--- src/design/lpws_pkg.sv ---
package lpws_pkg;
  // ==========================================
  // Operating states
  typedef enum logic [3:0] {
    M_POWER_DOWN, M_INIT_RESET, M_INIT, M_RESET, M_NORMAL_REQ, M_NORMAL,
    M_LP_SUPPLY_OFF, M_LP_SUPPLY_ON, M_SAFE, M_FLASH
  } lpws_mode_e;

  // ==========================================
  // Timing
  localparam int CLK_HZ = 50_000_000;
  localparam int US_CYC = CLK_HZ / 1_000_000;
  localparam int DEGLITCH_US = 30;
  localparam int DEGLITCH_CYC = DEGLITCH_US * US_CYC;
  localparam int DGW = 11;
  // 3 ms up to 512 ms
  localparam logic [18:0] CS_PERIOD_US [8] = '{19'h00BB8, 19'h01770, 19'h02EE0,
    19'h05DC0, 19'h0BB80, 19'h17700, 19'h2EE00, 19'h7D000};
  // 200 us, 400 us, 800 us, 1.6 ms
  localparam logic [18:0] SENSE_ON_US [4] = '{19'h000C8, 19'h00190, 19'h00320, 19'h00640};
  localparam logic [18:0] CINT_MAX_US = 19'h7D000;
  localparam logic [3:0] CINT_MAX_CODE = 4'hE;

  // ==========================================
  // Commands
  localparam logic [7:0] CMD_PERIOD = 8'h56;
  localparam logic [7:0] CMD_REFRESH = 8'h5A;
  localparam logic [15:0] CMD_READ_CODE = 16'h1B00;
  localparam logic [15:0] CMD_WAKE = 16'h5C10;

  // ==========================================
  // Reset values, LFSR taps and strap count points
  localparam logic [7:0] LFSR_SEED = 8'hA5;
  localparam logic [7:0] LFSR_TAPS = 8'hB8;
  localparam logic [7:0] CODE_RESET = 8'h3C;
  localparam logic [1:0] STRAP_LOAD = 2'h2;
  localparam logic [1:0] STRAP_DONE = 2'h3;
endpackage

--- src/design/lpws_supervisor.sv ---
// Functional notes
// - Transceiver supply on after power-up in debug; software switches it freely.
// - Drive pin or sense pin one high-side on stays on in reset/init/request.
// - Drive pin low-side turns off in reset, resumes in normal state.
// - Sense pin one low-side on stays on in reset, init, normal request.
// - Safe state: bus transceivers off, bus wake-up detection forced enabled.
// - Contact sensing runs in both low-power states.
// - Sensing period selectable from 3 ms to 512 ms.
// - Drive pin pulsed for sense-on time 200/400/800/1600 us, chosen in init.
// - Pulse uses high or low side as held before low-power entry.
// - Sense pins one to three sampled during pulse; any high wakes.
// - Sense level deglitched about 30 us before it counts.
// - Periodic interrupt only in low-power supply-on state, pulse each period.
// - Missing or wrong acknowledge stops interrupts, resets, then normal request.
// - After that failure regulator stays limited in reset, init and normal request until normal mode.
// - Period code 0x0E selects 512 ms.
// - Command 0x1B00 answered with random code in response bits 7..0.
// - Refresh 0x5A plus inverted code; only correct inversion accepted.
// - Acknowledge commands accepted anywhere within the period.
// - No acknowledge needed before the first interrupt pulse.
// - Wake command 0x5C10 leaves periodic interrupts to normal request.
// - Random code changes at every accepted refresh and is always readable.
module lpws_supervisor #(
  parameter int US_DIV = lpws_pkg::US_CYC,
  parameter int DG_CYC = lpws_pkg::DEGLITCH_CYC
) (
  input wire logic core_clk_in,
  input wire logic rst_in,
  input wire lpws_pkg::lpws_mode_e mode_in,
  input wire logic debug_select_pin_in,
  input wire logic safe_case_b_in,
  input wire logic vcan_set_in,
  input wire logic vcan_clr_in,
  input wire logic aux_cfg_in,
  input wire logic can_cfg_in,
  input wire logic can_wake_cfg_in,
  input wire logic lin_cfg_in,
  input wire logic lin_wake_cfg_in,
  input wire logic io_wake_cfg_in,
  input wire logic io0_hs_cfg_in,
  input wire logic io0_ls_cfg_in,
  input wire logic io1_hs_cfg_in,
  input wire logic io1_ls_cfg_in,
  input wire logic cs_en_in,
  input wire logic [2:0] cs_period_sel_in,
  input wire logic [1:0] sense_on_sel_in,
  input wire logic cint_en_in,
  input wire logic [2:0] sense_pin_in,
  input wire logic spi_valid_in,
  input wire logic [15:0] spi_word_in,
  output logic main_regulator_on_out,
  output logic main_regulator_limited_out,
  output logic vcan_on_out,
  output logic aux_on_out,
  output logic can_on_out,
  output logic can_wake_en_out,
  output logic lin_on_out,
  output logic lin_wake_en_out,
  output logic io_wake_en_out,
  output logic io0_hs_out,
  output logic io0_ls_out,
  output logic io1_hs_out,
  output logic io1_ls_out,
  output logic wake_out,
  output logic int_pulse_out,
  output logic reset_req_out,
  output logic normal_req_out,
  output logic [15:0] spi_resp_out,
  output logic [7:0] random_code_out
);
  typedef enum logic [1:0] {CS_IDLE, CS_WAIT, CS_ON} lpws_cs_e;
  typedef enum logic [2:0] {CI_OFF, CI_FIRST, CI_WAIT_RD, CI_WAIT_REF, CI_ACKED, CI_FAIL} lpws_ci_e;

  if (US_DIV < 1 || US_DIV > 65535 || DG_CYC < 1 || DG_CYC > 2047) begin : g_chk
    $error("lpws_supervisor: parameter out of range");
  end

  function automatic logic [18:0] cint_period(input logic [3:0] code);
    cint_period = lpws_pkg::CINT_MAX_US >> (lpws_pkg::CINT_MAX_CODE - code);
  endfunction

  // ==========================================
  // Synchronisers and microsecond tick
  logic [2:0] sense_meta, sense_sync;
  logic debug_meta, debug_sync;
  logic [15:0] us_cnt, next_us_cnt;
  logic us_tick;
  always_ff @(posedge core_clk_in) begin
    if (rst_in) begin
      sense_meta <= 3'h0;
      sense_sync <= 3'h0;
      debug_meta <= 1'b0;
      debug_sync <= 1'b0;
    end else begin
      sense_meta <= sense_pin_in;
      sense_sync <= sense_meta;
      debug_meta <= debug_select_pin_in;
      debug_sync <= debug_meta;
    end
  end
  assign us_tick = (us_cnt == 16'(US_DIV - 1));
  always_comb begin
    next_us_cnt = us_tick ? 16'h0000 : us_cnt + 16'h0001;
  end
  always_ff @(posedge core_clk_in) begin
    if (rst_in) us_cnt <= 16'h0000;
    else us_cnt <= next_us_cnt;
  end

  // ==========================================
  // Remembered configuration
  logic [1:0] strap_cnt, next_strap_cnt;
  logic vcan_ctl, next_vcan_ctl;
  logic io0h_mem, io0l_mem, io1h_mem, io1l_mem;
  logic next_io0h_mem, next_io0l_mem, next_io1h_mem, next_io1l_mem;
  logic [1:0] son_sel, next_son_sel;
  always_comb begin
    next_strap_cnt = (strap_cnt == lpws_pkg::STRAP_DONE) ? strap_cnt : strap_cnt + 2'h1;
    next_vcan_ctl = vcan_ctl;
    if (strap_cnt == lpws_pkg::STRAP_LOAD) next_vcan_ctl = debug_sync;
    if (vcan_set_in) next_vcan_ctl = 1'b1;
    if (vcan_clr_in) next_vcan_ctl = 1'b0;
    next_io0h_mem = io0h_mem;
    next_io0l_mem = io0l_mem;
    next_io1h_mem = io1h_mem;
    next_io1l_mem = io1l_mem;
    if (mode_in == lpws_pkg::M_NORMAL) begin
      next_io0h_mem = io0_hs_cfg_in;
      next_io0l_mem = io0_ls_cfg_in;
      next_io1h_mem = io1_hs_cfg_in;
      next_io1l_mem = io1_ls_cfg_in;
    end
    next_son_sel = (mode_in == lpws_pkg::M_INIT) ? sense_on_sel_in : son_sel;
  end
  always_ff @(posedge core_clk_in) begin
    if (rst_in) begin
      strap_cnt <= 2'h0;
      vcan_ctl <= 1'b0;
      io0h_mem <= 1'b0;
      io0l_mem <= 1'b0;
      io1h_mem <= 1'b0;
      io1l_mem <= 1'b0;
      son_sel <= 2'h0;
    end else begin
      strap_cnt <= next_strap_cnt;
      vcan_ctl <= next_vcan_ctl;
      io0h_mem <= next_io0h_mem;
      io0l_mem <= next_io0l_mem;
      io1h_mem <= next_io1h_mem;
      io1l_mem <= next_io1l_mem;
      son_sel <= next_son_sel;
    end
  end

  // ==========================================
  // Cyclic sense with deglitch
  lpws_cs_e cs_state, next_cs_state;
  logic [18:0] cs_cnt, next_cs_cnt;
  logic [2:0] dg_hit;
  logic cs_active, next_wake;
  assign cs_active = cs_en_in && (mode_in == lpws_pkg::M_LP_SUPPLY_OFF ||
                                  mode_in == lpws_pkg::M_LP_SUPPLY_ON);
  for (genvar i = 0; i < 3; i++) begin : g_dg
    logic [lpws_pkg::DGW-1:0] cnt, next_cnt;
    always_comb begin
      next_cnt = '0;
      if (cs_state == CS_ON && sense_sync[i]) begin
        next_cnt = (cnt == lpws_pkg::DGW'(DG_CYC)) ? cnt : cnt + 1'b1;
      end
    end
    always_ff @(posedge core_clk_in) begin
      if (rst_in) cnt <= '0;
      else cnt <= next_cnt;
    end
    assign dg_hit[i] = (cnt == lpws_pkg::DGW'(DG_CYC));
  end
  always_comb begin
    next_cs_state = cs_state;
    next_cs_cnt = cs_cnt;
    next_wake = 1'b0;
    case (cs_state)
      CS_IDLE: begin
        if (cs_active) begin
          next_cs_state = CS_WAIT;
          next_cs_cnt = '0;
        end
      end
      CS_WAIT: begin
        if (!cs_active) begin
          next_cs_state = CS_IDLE;
        end else if (us_tick) begin
          if (cs_cnt == lpws_pkg::CS_PERIOD_US[cs_period_sel_in] - 19'h1) begin
            next_cs_state = CS_ON;
            next_cs_cnt = '0;
          end else begin
            next_cs_cnt = cs_cnt + 19'h1;
          end
        end
      end
      CS_ON: begin
        if (!cs_active) begin
          next_cs_state = CS_IDLE;
        end else if (|dg_hit) begin
          next_wake = 1'b1;
          next_cs_state = CS_IDLE;
        end else if (us_tick) begin
          if (cs_cnt == lpws_pkg::SENSE_ON_US[son_sel] - 19'h1) begin
            next_cs_state = CS_WAIT;
            next_cs_cnt = '0;
          end else begin
            next_cs_cnt = cs_cnt + 19'h1;
          end
        end
      end
      default: next_cs_state = CS_IDLE;
    endcase
  end
  always_ff @(posedge core_clk_in) begin
    if (rst_in) begin
      cs_state <= CS_IDLE;
      cs_cnt <= '0;
      wake_out <= 1'b0;
    end else begin
      cs_state <= next_cs_state;
      cs_cnt <= next_cs_cnt;
      wake_out <= next_wake;
    end
  end

  // ==========================================
  // Cyclic interrupt and acknowledge
  lpws_ci_e ci_state, next_ci_state;
  logic [18:0] ci_cnt, next_ci_cnt;
  logic [3:0] cint_code, next_cint_code;
  logic [7:0] lfsr, next_lfsr, next_code;
  logic [15:0] next_resp;
  logic ci_run, is_rd, is_ref, ref_ok, is_wake, is_per, period_end;
  logic cint_fail, next_fail, next_int, next_rst_req, next_nrq;
  assign ci_run = cint_en_in && mode_in == lpws_pkg::M_LP_SUPPLY_ON;
  assign is_rd = spi_valid_in && spi_word_in == lpws_pkg::CMD_READ_CODE;
  assign is_ref = spi_valid_in && spi_word_in[15:8] == lpws_pkg::CMD_REFRESH;
  assign ref_ok = is_ref && spi_word_in[7:0] == ~random_code_out;
  assign is_wake = spi_valid_in && spi_word_in == lpws_pkg::CMD_WAKE;
  assign is_per = spi_valid_in && spi_word_in[15:8] == lpws_pkg::CMD_PERIOD &&
                  mode_in == lpws_pkg::M_NORMAL;
  assign period_end = us_tick && ci_cnt >= cint_period(cint_code) - 19'h1;
  always_comb begin
    next_ci_state = ci_state;
    next_ci_cnt = ci_cnt;
    next_int = 1'b0;
    next_rst_req = 1'b0;
    next_nrq = 1'b0;
    next_fail = (mode_in == lpws_pkg::M_NORMAL) ? 1'b0 : cint_fail;
    next_lfsr = {lfsr[6:0], 1'b0} ^ (lfsr[7] ? lpws_pkg::LFSR_TAPS : 8'h00);
    next_code = random_code_out;
    next_cint_code = cint_code;
    if (is_per) begin
      next_cint_code = (spi_word_in[7:0] > {4'h0, lpws_pkg::CINT_MAX_CODE}) ?
                       lpws_pkg::CINT_MAX_CODE : spi_word_in[3:0];
    end
    next_resp = spi_valid_in ? 16'h0000 : spi_resp_out;
    if (is_rd) next_resp = {8'h00, random_code_out};
    case (ci_state)
      CI_OFF: begin
        if (ci_run) begin
          next_ci_state = CI_FIRST;
          next_ci_cnt = '0;
        end
      end
      CI_FAIL: begin
        next_nrq = 1'b1;
        next_ci_state = CI_OFF;
      end
      default: begin
        if (us_tick) next_ci_cnt = ci_cnt + 19'h1;
        if (is_wake) begin
          next_nrq = 1'b1;
          next_ci_state = CI_OFF;
        end else if (!ci_run) begin
          next_ci_state = CI_OFF;
        end else if (is_ref && !ref_ok &&
                     (ci_state == CI_WAIT_RD || ci_state == CI_WAIT_REF)) begin
          next_rst_req = 1'b1;
          next_fail = 1'b1;
          next_ci_state = CI_FAIL;
        end else if (is_rd && ci_state == CI_WAIT_RD) begin
          next_ci_state = CI_WAIT_REF;
        end else if (ref_ok && ci_state == CI_WAIT_REF) begin
          next_ci_state = CI_ACKED;
          next_code = lfsr;
        end else if (period_end) begin
          next_ci_cnt = '0;
          if (ci_state == CI_FIRST || ci_state == CI_ACKED) begin
            next_int = 1'b1;
            next_ci_state = CI_WAIT_RD;
          end else begin
            next_rst_req = 1'b1;
            next_fail = 1'b1;
            next_ci_state = CI_FAIL;
          end
        end
      end
    endcase
  end
  always_ff @(posedge core_clk_in) begin
    if (rst_in) begin
      ci_state <= CI_OFF;
      ci_cnt <= '0;
      cint_code <= lpws_pkg::CINT_MAX_CODE;
      lfsr <= lpws_pkg::LFSR_SEED;
      random_code_out <= lpws_pkg::CODE_RESET;
      spi_resp_out <= 16'h0000;
      cint_fail <= 1'b0;
      int_pulse_out <= 1'b0;
      reset_req_out <= 1'b0;
      normal_req_out <= 1'b0;
    end else begin
      ci_state <= next_ci_state;
      ci_cnt <= next_ci_cnt;
      cint_code <= next_cint_code;
      lfsr <= next_lfsr;
      random_code_out <= next_code;
      spi_resp_out <= next_resp;
      cint_fail <= next_fail;
      int_pulse_out <= next_int;
      reset_req_out <= next_rst_req;
      normal_req_out <= next_nrq;
    end
  end

  // ==========================================
  // Function gating per state
  logic n_main, n_lim, n_vcan, n_aux, n_can, n_canw, n_lin, n_linw, n_iow;
  logic n_io0h, n_io0l, n_io1h, n_io1l;
  always_comb begin
    n_main = 1'b1;
    n_lim = 1'b0;
    n_vcan = 1'b0;
    n_aux = 1'b0;
    n_can = 1'b0;
    n_canw = 1'b0;
    n_lin = 1'b0;
    n_linw = 1'b0;
    n_iow = 1'b0;
    n_io0h = 1'b0;
    n_io0l = 1'b0;
    n_io1h = 1'b0;
    n_io1l = 1'b0;
    case (mode_in)
      lpws_pkg::M_POWER_DOWN: n_main = 1'b0;
      lpws_pkg::M_INIT, lpws_pkg::M_RESET, lpws_pkg::M_NORMAL_REQ: begin
        n_vcan = vcan_ctl;
        n_lim = cint_fail;
        n_io0h = io0h_mem;
        n_io1h = io1h_mem;
        n_io1l = io1l_mem;
      end
      lpws_pkg::M_NORMAL, lpws_pkg::M_FLASH: begin
        n_vcan = vcan_ctl;
        n_aux = aux_cfg_in && mode_in == lpws_pkg::M_NORMAL;
        n_can = can_cfg_in;
        n_lin = lin_cfg_in && mode_in == lpws_pkg::M_NORMAL;
        n_iow = io_wake_cfg_in;
        n_io0h = io0_hs_cfg_in;
        n_io0l = io0_ls_cfg_in;
        n_io1h = io1_hs_cfg_in;
        n_io1l = io1_ls_cfg_in;
      end
      lpws_pkg::M_LP_SUPPLY_OFF, lpws_pkg::M_LP_SUPPLY_ON: begin
        n_main = mode_in == lpws_pkg::M_LP_SUPPLY_ON;
        n_lim = n_main;
        n_canw = can_wake_cfg_in;
        n_linw = lin_wake_cfg_in;
        n_iow = io_wake_cfg_in;
        n_io0h = io0h_mem && (!cs_active || cs_state == CS_ON);
        n_io0l = io0l_mem && (!cs_active || cs_state == CS_ON);
        n_io1h = io1h_mem;
        n_io1l = io1l_mem;
      end
      lpws_pkg::M_SAFE: begin
        n_main = !safe_case_b_in;
        n_vcan = !safe_case_b_in && vcan_ctl;
        n_canw = 1'b1;
        n_linw = 1'b1;
        n_iow = 1'b1;
      end
      default: ;
    endcase
  end
  always_ff @(posedge core_clk_in) begin
    if (rst_in) begin
      {main_regulator_on_out, main_regulator_limited_out, vcan_on_out, aux_on_out} <= 4'h0;
      {can_on_out, can_wake_en_out, lin_on_out, lin_wake_en_out, io_wake_en_out} <= 5'h00;
      {io0_hs_out, io0_ls_out, io1_hs_out, io1_ls_out} <= 4'h0;
    end else begin
      {main_regulator_on_out, main_regulator_limited_out, vcan_on_out, aux_on_out} <=
        {n_main, n_lim, n_vcan, n_aux};
      {can_on_out, can_wake_en_out, lin_on_out, lin_wake_en_out, io_wake_en_out} <=
        {n_can, n_canw, n_lin, n_linw, n_iow};
      {io0_hs_out, io0_ls_out, io1_hs_out, io1_ls_out} <= {n_io0h, n_io0l, n_io1h, n_io1l};
    end
  end
endmodule

--- config.mk ---
export PLATFORM = sky130hd
export DESIGN_NAME = lpws_supervisor
export DESIGN_NICKNAME = d
export VERILOG_FILES = /design/src/design/lpws_pkg.sv /design/src/design/lpws_supervisor.sv
export SDC_FILE = /design/constraint.sdc
export NUM_CORES = 1
export LEC_CHECK = 0
export ABC_AREA = 0
export BUFFER_PORTS_ARGS = -buffer_cell sky130_fd_sc_hd__buf_2
export CELL_PAD_IN_SITES_DETAIL_PLACEMENT = 0
export CELL_PAD_IN_SITES_GLOBAL_PLACEMENT = 1
export CORE_MARGIN = 2
export CORE_UTILIZATION = 45
export DETAILED_ROUTE_END_ITERATION = 6
export PLACE_DENSITY_LB_ADDON = 0.3
export SLEW_MARGIN = 20
export SYNTH_ARGS = -nofsm -noshare
export SYNTH_HDL_FRONTEND = slang
export SYNTH_SLANG_ARGS = --single-unit
--- constraint.sdc ---
create_clock -name core_clk_in -period 6.7 [get_ports core_clk_in]
set_input_delay 0.335 -clock core_clk_in [delete_from_list [all_inputs] [get_ports core_clk_in]]
set_output_delay 0.335 -clock core_clk_in [all_outputs]
set_load 0.02 [all_outputs]
== Yosys cells after proc, flatten, opt, wreduce, memory -nomap -nowiden ==
Memory sizes are Yosys's and may differ from the RTL's.
Cells that the tools add are included.
Storage, ports and cells
  memories kept: 1
  bits in registers: 155
  memory bits (read-only): 152
  word-level logic and storage cells: 246
  input bits: 47
  output and inout port bits: 41
Operators by class
  add/subtract/negate cells: 11
  $lt $le $gt $ge: 4
  multiplexer cells: 75
  bitwise operators: 17
  shift operators: 1
  equality and inequality tests: 40
  reductions and logical operators: 56
Memories
  (name not given): depth 8, bits a word 19, read ports 1, clocked after memory_dff 0, wr ports 0, line lpws_supervisor.sv:192  | if (cs_cnt == lpws_pkg::CS_PERIOD_US[cs_period_sel_in] - 19'h1) begin
Operator list (count)
  $mux 19: 20
  $pmux 19 s3: 1
  $sub 19x1->19 const B: 3
  $add 19x1->19 const B: 2
  $bmux 19 s2: 1
  $eq 19x19->1: 2
  $pmux 19 s2: 1
  $add 11x1->11 const B: 3
  $eq 11x11->1 const B: 3
  $mux 3: 8
  $mux 8: 3
  $logic_and 1x1->1: 21
  $ge 19x19->1: 1
  $mux 1: 19
  $shr 19x4->19 const A: 1
  $pmux 1 s2: 9
  $reduce_or 2->1: 9
  $add 16x1->16 const B: 1
  $eq 16x13->1 const B: 1
  $eq 16x15->1 const B: 1
  $eq 16x6->1 const B: 1
  $eq 4x3->1 const B: 4
  $eq 8x7->1 const B: 2
  $mux 2: 8
  other kinds (41): 79

== Longest topological paths before layout ==
  depth in word-level cells: 12
  mapped depth: 23
  mapped depth without buffers: 20

== Least setup slack after synthesis ==
Ideal clock, no wire load.
  path kind: register -> register
  start point: register cint_code[1]
  end point: register ci_state[1]
  path slack: 1.768 ns
  arrival: 4.857 ns
  clock period less this slack: 4.932 ns
  setup time: 0.074 ns
  path buffers: 2
  data required time: 6.626 ns
  stages on the path, launching flop included: 22
  path through: dfxtp_1 -> ha_1 -> inv_1 -> ha_1 -> clkbuf_1 -> clkbuf_1 -> nand3b_1 -> ha_1 -> a21boi_0 -> a31oi_1 -> nor3_1 -> or4_1 -> o211a_1 -> ha_1 -> a21o_1 -> a211o_1 -> o211ai_1 -> o2111ai_1 -> a31oi_1 -> o21ai_0 -> or3b_2 -> o21ai_0
On the way
  word-level cells in the longest chain between the ends: 7
RTL lines
  from (decl): line lpws_supervisor.sv:234  | logic [3:0] cint_code, next_cint_code;
  from (signal assigned): line lpws_supervisor.sv:309  | cint_code <= lpws_pkg::CINT_MAX_CODE;
  from (signal assigned): line lpws_supervisor.sv:320  | cint_code <= next_cint_code;
  $sub 4x4->4: line lpws_supervisor.sv:79  | cint_period = lpws_pkg::CINT_MAX_US >> (lpws_pkg::CINT_MAX_CODE - code);
  $shr 19x4->19: line lpws_supervisor.sv:79
  $sub 19x1->19: line lpws_supervisor.sv:246  | assign period_end = us_tick && ci_cnt >= cint_period(cint_code) - 19'h1;
  $ge 19x19->1: line lpws_supervisor.sv:246
  $logic_and 1x1->1: line lpws_supervisor.sv:246
  $ne 8x1->1 (no line)
  $reduce_and 2->1 (no line)
  to (signal assigned): line lpws_supervisor.sv:318  | ci_state <= next_ci_state;
  to (decl): line lpws_supervisor.sv:232  | lpws_ci_e ci_state, next_ci_state;
No other way between the ends.
A chain may end at the register's enable or synchronous reset.

== Final worst setup path ==
  start point: register cint_code[0]
  end point: register ci_cnt[5]
On the way
  word-level cells in the longest chain between the ends: 12
RTL lines
  $sub 4x4->4: line lpws_supervisor.sv:79
  $shr 19x4->19: line lpws_supervisor.sv:79
  $sub 19x1->19: line lpws_supervisor.sv:246
  $ge 19x19->1: line lpws_supervisor.sv:246
  $logic_and 1x1->1: line lpws_supervisor.sv:246
  $mux 19: line lpws_supervisor.sv:291  | end else if (period_end) begin
  $mux 19: line lpws_supervisor.sv:288  | end else if (ref_ok && ci_state == CI_WAIT_REF) begin
  $mux 19: line lpws_supervisor.sv:286  | end else if (is_rd && ci_state == CI_WAIT_RD) begin
  $mux 19: line lpws_supervisor.sv:281  | end else if (is_ref && !ref_ok &&
  $mux 19: line lpws_supervisor.sv:279  | end else if (!ci_run) begin
  $mux 19: line lpws_supervisor.sv:276  | if (is_wake) begin
  $pmux 19 s2: line lpws_supervisor.sv:263  | case (ci_state)
  to (signal assigned): line lpws_supervisor.sv:319  | ci_cnt <= next_ci_cnt;
  to (decl): line lpws_supervisor.sv:233  | logic [18:0] ci_cnt, next_ci_cnt;
No other way between the ends.

==> flow_results.org <==
** STA
- Final hold analysis gives a worst-case slack of 0.0752 ns.
- Period Utilization, post-route :: 85.9%
- Slew Viols, Final :: 0
- The clock arrives with 0.0117 ns of skew.
- Post-Route Setup TNS :: 0 ns
- Crit path time final :: 5.76 ns
- Count of endpoints failing setup in the final report :: 0
- Hold Fails Final Rpt :: 0
- Maximum frequency from static timing analysis :: 174 MHz
- Actual slew at the worst max-slew pin :: 1.02 ns
- Relative slew margins :: 31.4%
- RSZ-0062 raised after global routing :: no

** Layout
- Share of cells above drive strength 1 :: 11.1%
- In the final layout, flip-flops and latches occupy 3100 sq um.
- Fill cell instance count of the final layout :: 1970
- Relative to the synthesized area, the layout overhead comes to 12.2%.
- In the layout the commonest cells are dfxtp_1 (155), nor2_1 (121), nand2_1 (108), buf_2 (79).
- Total area of multi-input combinational cells :: 5610 sq um
- In the final design database the tool counted 1300 nets.
- The library cell used most frequently in the layout, excluding fill and tap cells, is dfxtp_1.

** CTS
- Clock latency on the worst-skew pair, taken at its later pin, is 0.43 ns.
- Clock Sink Count :: 155
- CTS H-Tree Depth :: 4
- Number of clock buffers inserted by TritonCTS :: 17
- Buffer count from post-CTS setup fixing :: 0
- Post-CTS sizing :: 0
- CTS tree :: built
- The number of hold buffers added after CTS was 0.
- The clock passes through at most 2 buffers.
- Clock tree root driver cell :: clkbuf_16
- Post-CTS clock slew at the launch and capture registers of the worst setup and hold paths :: 0.06 ns

** Job
- Max-capacitance violation count :: 0

** Floorplan
- Y dimension of the die :: 147 um
- The initial utilization of the core area, before any placement, comes to 45.5%.
- Core region area :: 20100 sq um
- Number of rows created at floorplan :: 52
- Die area :: 21500 sq um
- The floorplan step set the die width to 147 um.
- 88 I/O pins were placed.

** Pwr
- Leakage dissipation :: 4.00 nW
- Power spread over the standard cell area amounts to 203 nW/um^2.
- Max IR drop VDD :: 0.000182 V

** Global route
- The number of antenna violations at the first check in global routing is 2.
- The total overflow left after global routing is 0.
- Across every metal layer, demand over resource in global routing totals 20.2%.
- Entering global routing, the biggest net connects 45 pins.
- Vias in the first global route :: 7267
- First-pass GRT wire length :: 36.0 mm

** Run status
- Result of the run :: finished clean

** Synth
- Synth async-reset ratio :: 0%
- For this run, the number of Yosys warnings is 0.
- Seq/Total Area, Yosys :: 33.9%
- Among all flip-flop cells after synthesis, the most frequent one is dfxtp_1.
- After synthesis, the mean cell area works out to 7.97 sq um.
- Synthesis-stage register bit count :: 155
- The synthesized netlist occupies a cell area of 9140 sq um.
- Counting every instance in the synthesized netlist gives 1147.
- The netlist uses 73 different library cells.
- Number of synthesized flops with an enable pin :: 0

** Setup path
- Arrival time at the worst endpoint :: 6.11 ns
- Type of the worst setup path :: reg2reg
- Slowest cell on the critical path :: dfxtp_1
- Crit path required time :: 7.05 ns
- Among the stages of the critical path, the cell type that occurs most often is ha_1.
- Critical path buffers and inverters :: 1
- In this design, the stage delay of the slowest critical-path cell is 0.63 ns.
- Crit. End Element :: register
- The cell family contributing the most delay on the critical path is compound AO/OA/AOI/OAI gates.
- Cells along the critical path :: ha_1, inv_1, ha_1, nand3b_1, ha_1, a21boi_0, a31oi_1, nor3_1, or4_1, o211a_1, ha_1, a21o_1, a211o_1, o211ai_1, o2111ai_1, a31oi_1, o21ai_1, or3_1, o21ai_0
- STA classifies the critical path startpoint as a register.
- Along the worst path, the maximum fanout reaches 20.

** Route
- The routed design has 21.5 mm of wire.
- First-pass iteration count of the detailed router :: 5
- Via count of the routed design :: 8005
- Number of nets with antenna violations after routing :: 0
- After detailed routing, the number of remaining DRC violations is 0.
- DR WL/cell :: 14.5 um
- The first routing iteration left 488 violations.
- Post-DR vias/cell :: 5.39

** Place
- In this run the tool buffered the top-level ports with 79 buffer cells.
- Global placement routability congestion :: 0.847
- Detail Placement HPWL :: 15.6 mm

** Worst hold path
- Worst hold path class :: in2reg
==> per-layer routing <==
layer  track usage (%)  part of all wire, %  vias up
met4              5.10                 0.89        0
met1              28.3                   50     3716
li1                  -                    -     4132
met2              31.8                   45      137
met5                 0                    0        -
met3              4.25                  4.4       20
==> worst register-to-register path: cells and delay by family, from the launching register on <==
family | cells | cell delay, ns
AND/OR/NAND/NOR | 4 | 1.18
buffers and inverters | 1 | 0.07
AO/OA/AOI/OAI | 10 | 2.41
adder cells (fa/ha/maj) | 4 | 1.41
flip-flops | 1 | 0.63
==> registers in the layout, summed over array words and instances (netlist names), 2 cells and up <==
| name | cells |
|---|---|
| strap_cnt | 2 |
| cint_code | 4 |
| ci_state | 3 |
| lfsr | 8 |
| cs_cnt | 19 |
| random_code_out | 8 |
| son_sel | 2 |
| ci_cnt | 19 |
| g_dg.cnt | 33 |
| cs_state | 2 |
| spi_resp_out | 8 |
| sense_meta | 3 |
| us_cnt | 16 |
| sense_sync | 3 |
==> power by group <==
| part | internal (mW) | total [mW] | switching [mW] |
|---|---|---|---|
| Sequential | 0.940 | 0.956 | 0.0160 |
| Clock | 0.528 | 0.953 | 0.425 |
| Combinational | 0.0685 | 0.170 | 0.101 |
==> final cells by class <==
cell class,count,area share (%)
Inverter,46,1.68
Antenna cell,1,0.0244
Clock inverter,14,1.49
Timing Repair Buffer,86,4.37
Sequential cell,155,30.3
Tap cell,270,3.29
Clock buffer,18,4.18
Multi-Input combinational cell,894,54.7
==> logic make-up (layout without fill, tap and decap cells) <==
| kind of cell | count (synthesis) | in the layout | synth area share [%] |
|---|---|---|---|
| xor+xnor | 80 | 80 | 7.66 |
| mux | 16 | 16 | 1.75 |
| other cells | 1 | 9 | 0.0410 |
| simple gates | 518 | 518 | 29.0 |
| fa+ha+maj | 53 | 53 | 7.25 |
| compound gates | 219 | 219 | 15.3 |
| buf+inv | 105 | 164 | 5.00 |
| flops | 155 | 155 | 33.9 |
==> final timing paths <==
check | start | endpoint | slack (ns) | cells after the start
max | cint_code[0] | ci_cnt[5] | 0.94 | 19
min | vcan_clr_in | vcan_ctl | 0.08 | 2
max reg2reg | cint_code[0] | ci_cnt[5] | 0.94 | 19
min reg2reg | sense_meta[1] | sense_sync[1] | 0.44 | 1
==> per-stage QoR <==
step                      std cells  power (mW)  area, sq um  utilization, %  setup WS, ns
after floorplan                1154        1.10         9170               -          1.77
after global placement         1451        1.14         9670            48.1          1.11
after detailed placement       1451        1.15         9670            48.1          1.00
after CTS                      1483        2.10        10300            51.0         0.999
after global routing           1483        2.16        10300            51.0         0.483
final                          1484        2.08        10300            51.0         0.943
==> cells in the mapped netlist, drive strengths merged, types with 10 or more instances <==
cell / instances / share of area, %
nand2: 108 / 4.4
xnor2: 50 / 4.8
nand3: 66 / 3.6
xor2: 30 / 2.9
ha: 53 / 7.3
buf: 20 / 1.5
a21o: 12 / 0.99
and3: 23 / 1.6
nor4: 14 / 1.1
or3: 16 / 1.1
clkbuf: 39 / 1.6
inv: 46 / 1.9
o21ai: 65 / 3.6
nand4: 18 / 1.2
mux2i: 16 / 1.8
nand2b: 18 / 1.2
nand3b: 12 / 0.99
nor2b: 35 / 2.4
a21oi: 66 / 3.6
dfxtp: 155 / 34
nor3: 33 / 1.8
nor2: 122 / 5.0
nor3b: 10 / 0.82
(Power assumes the default switching activity.)
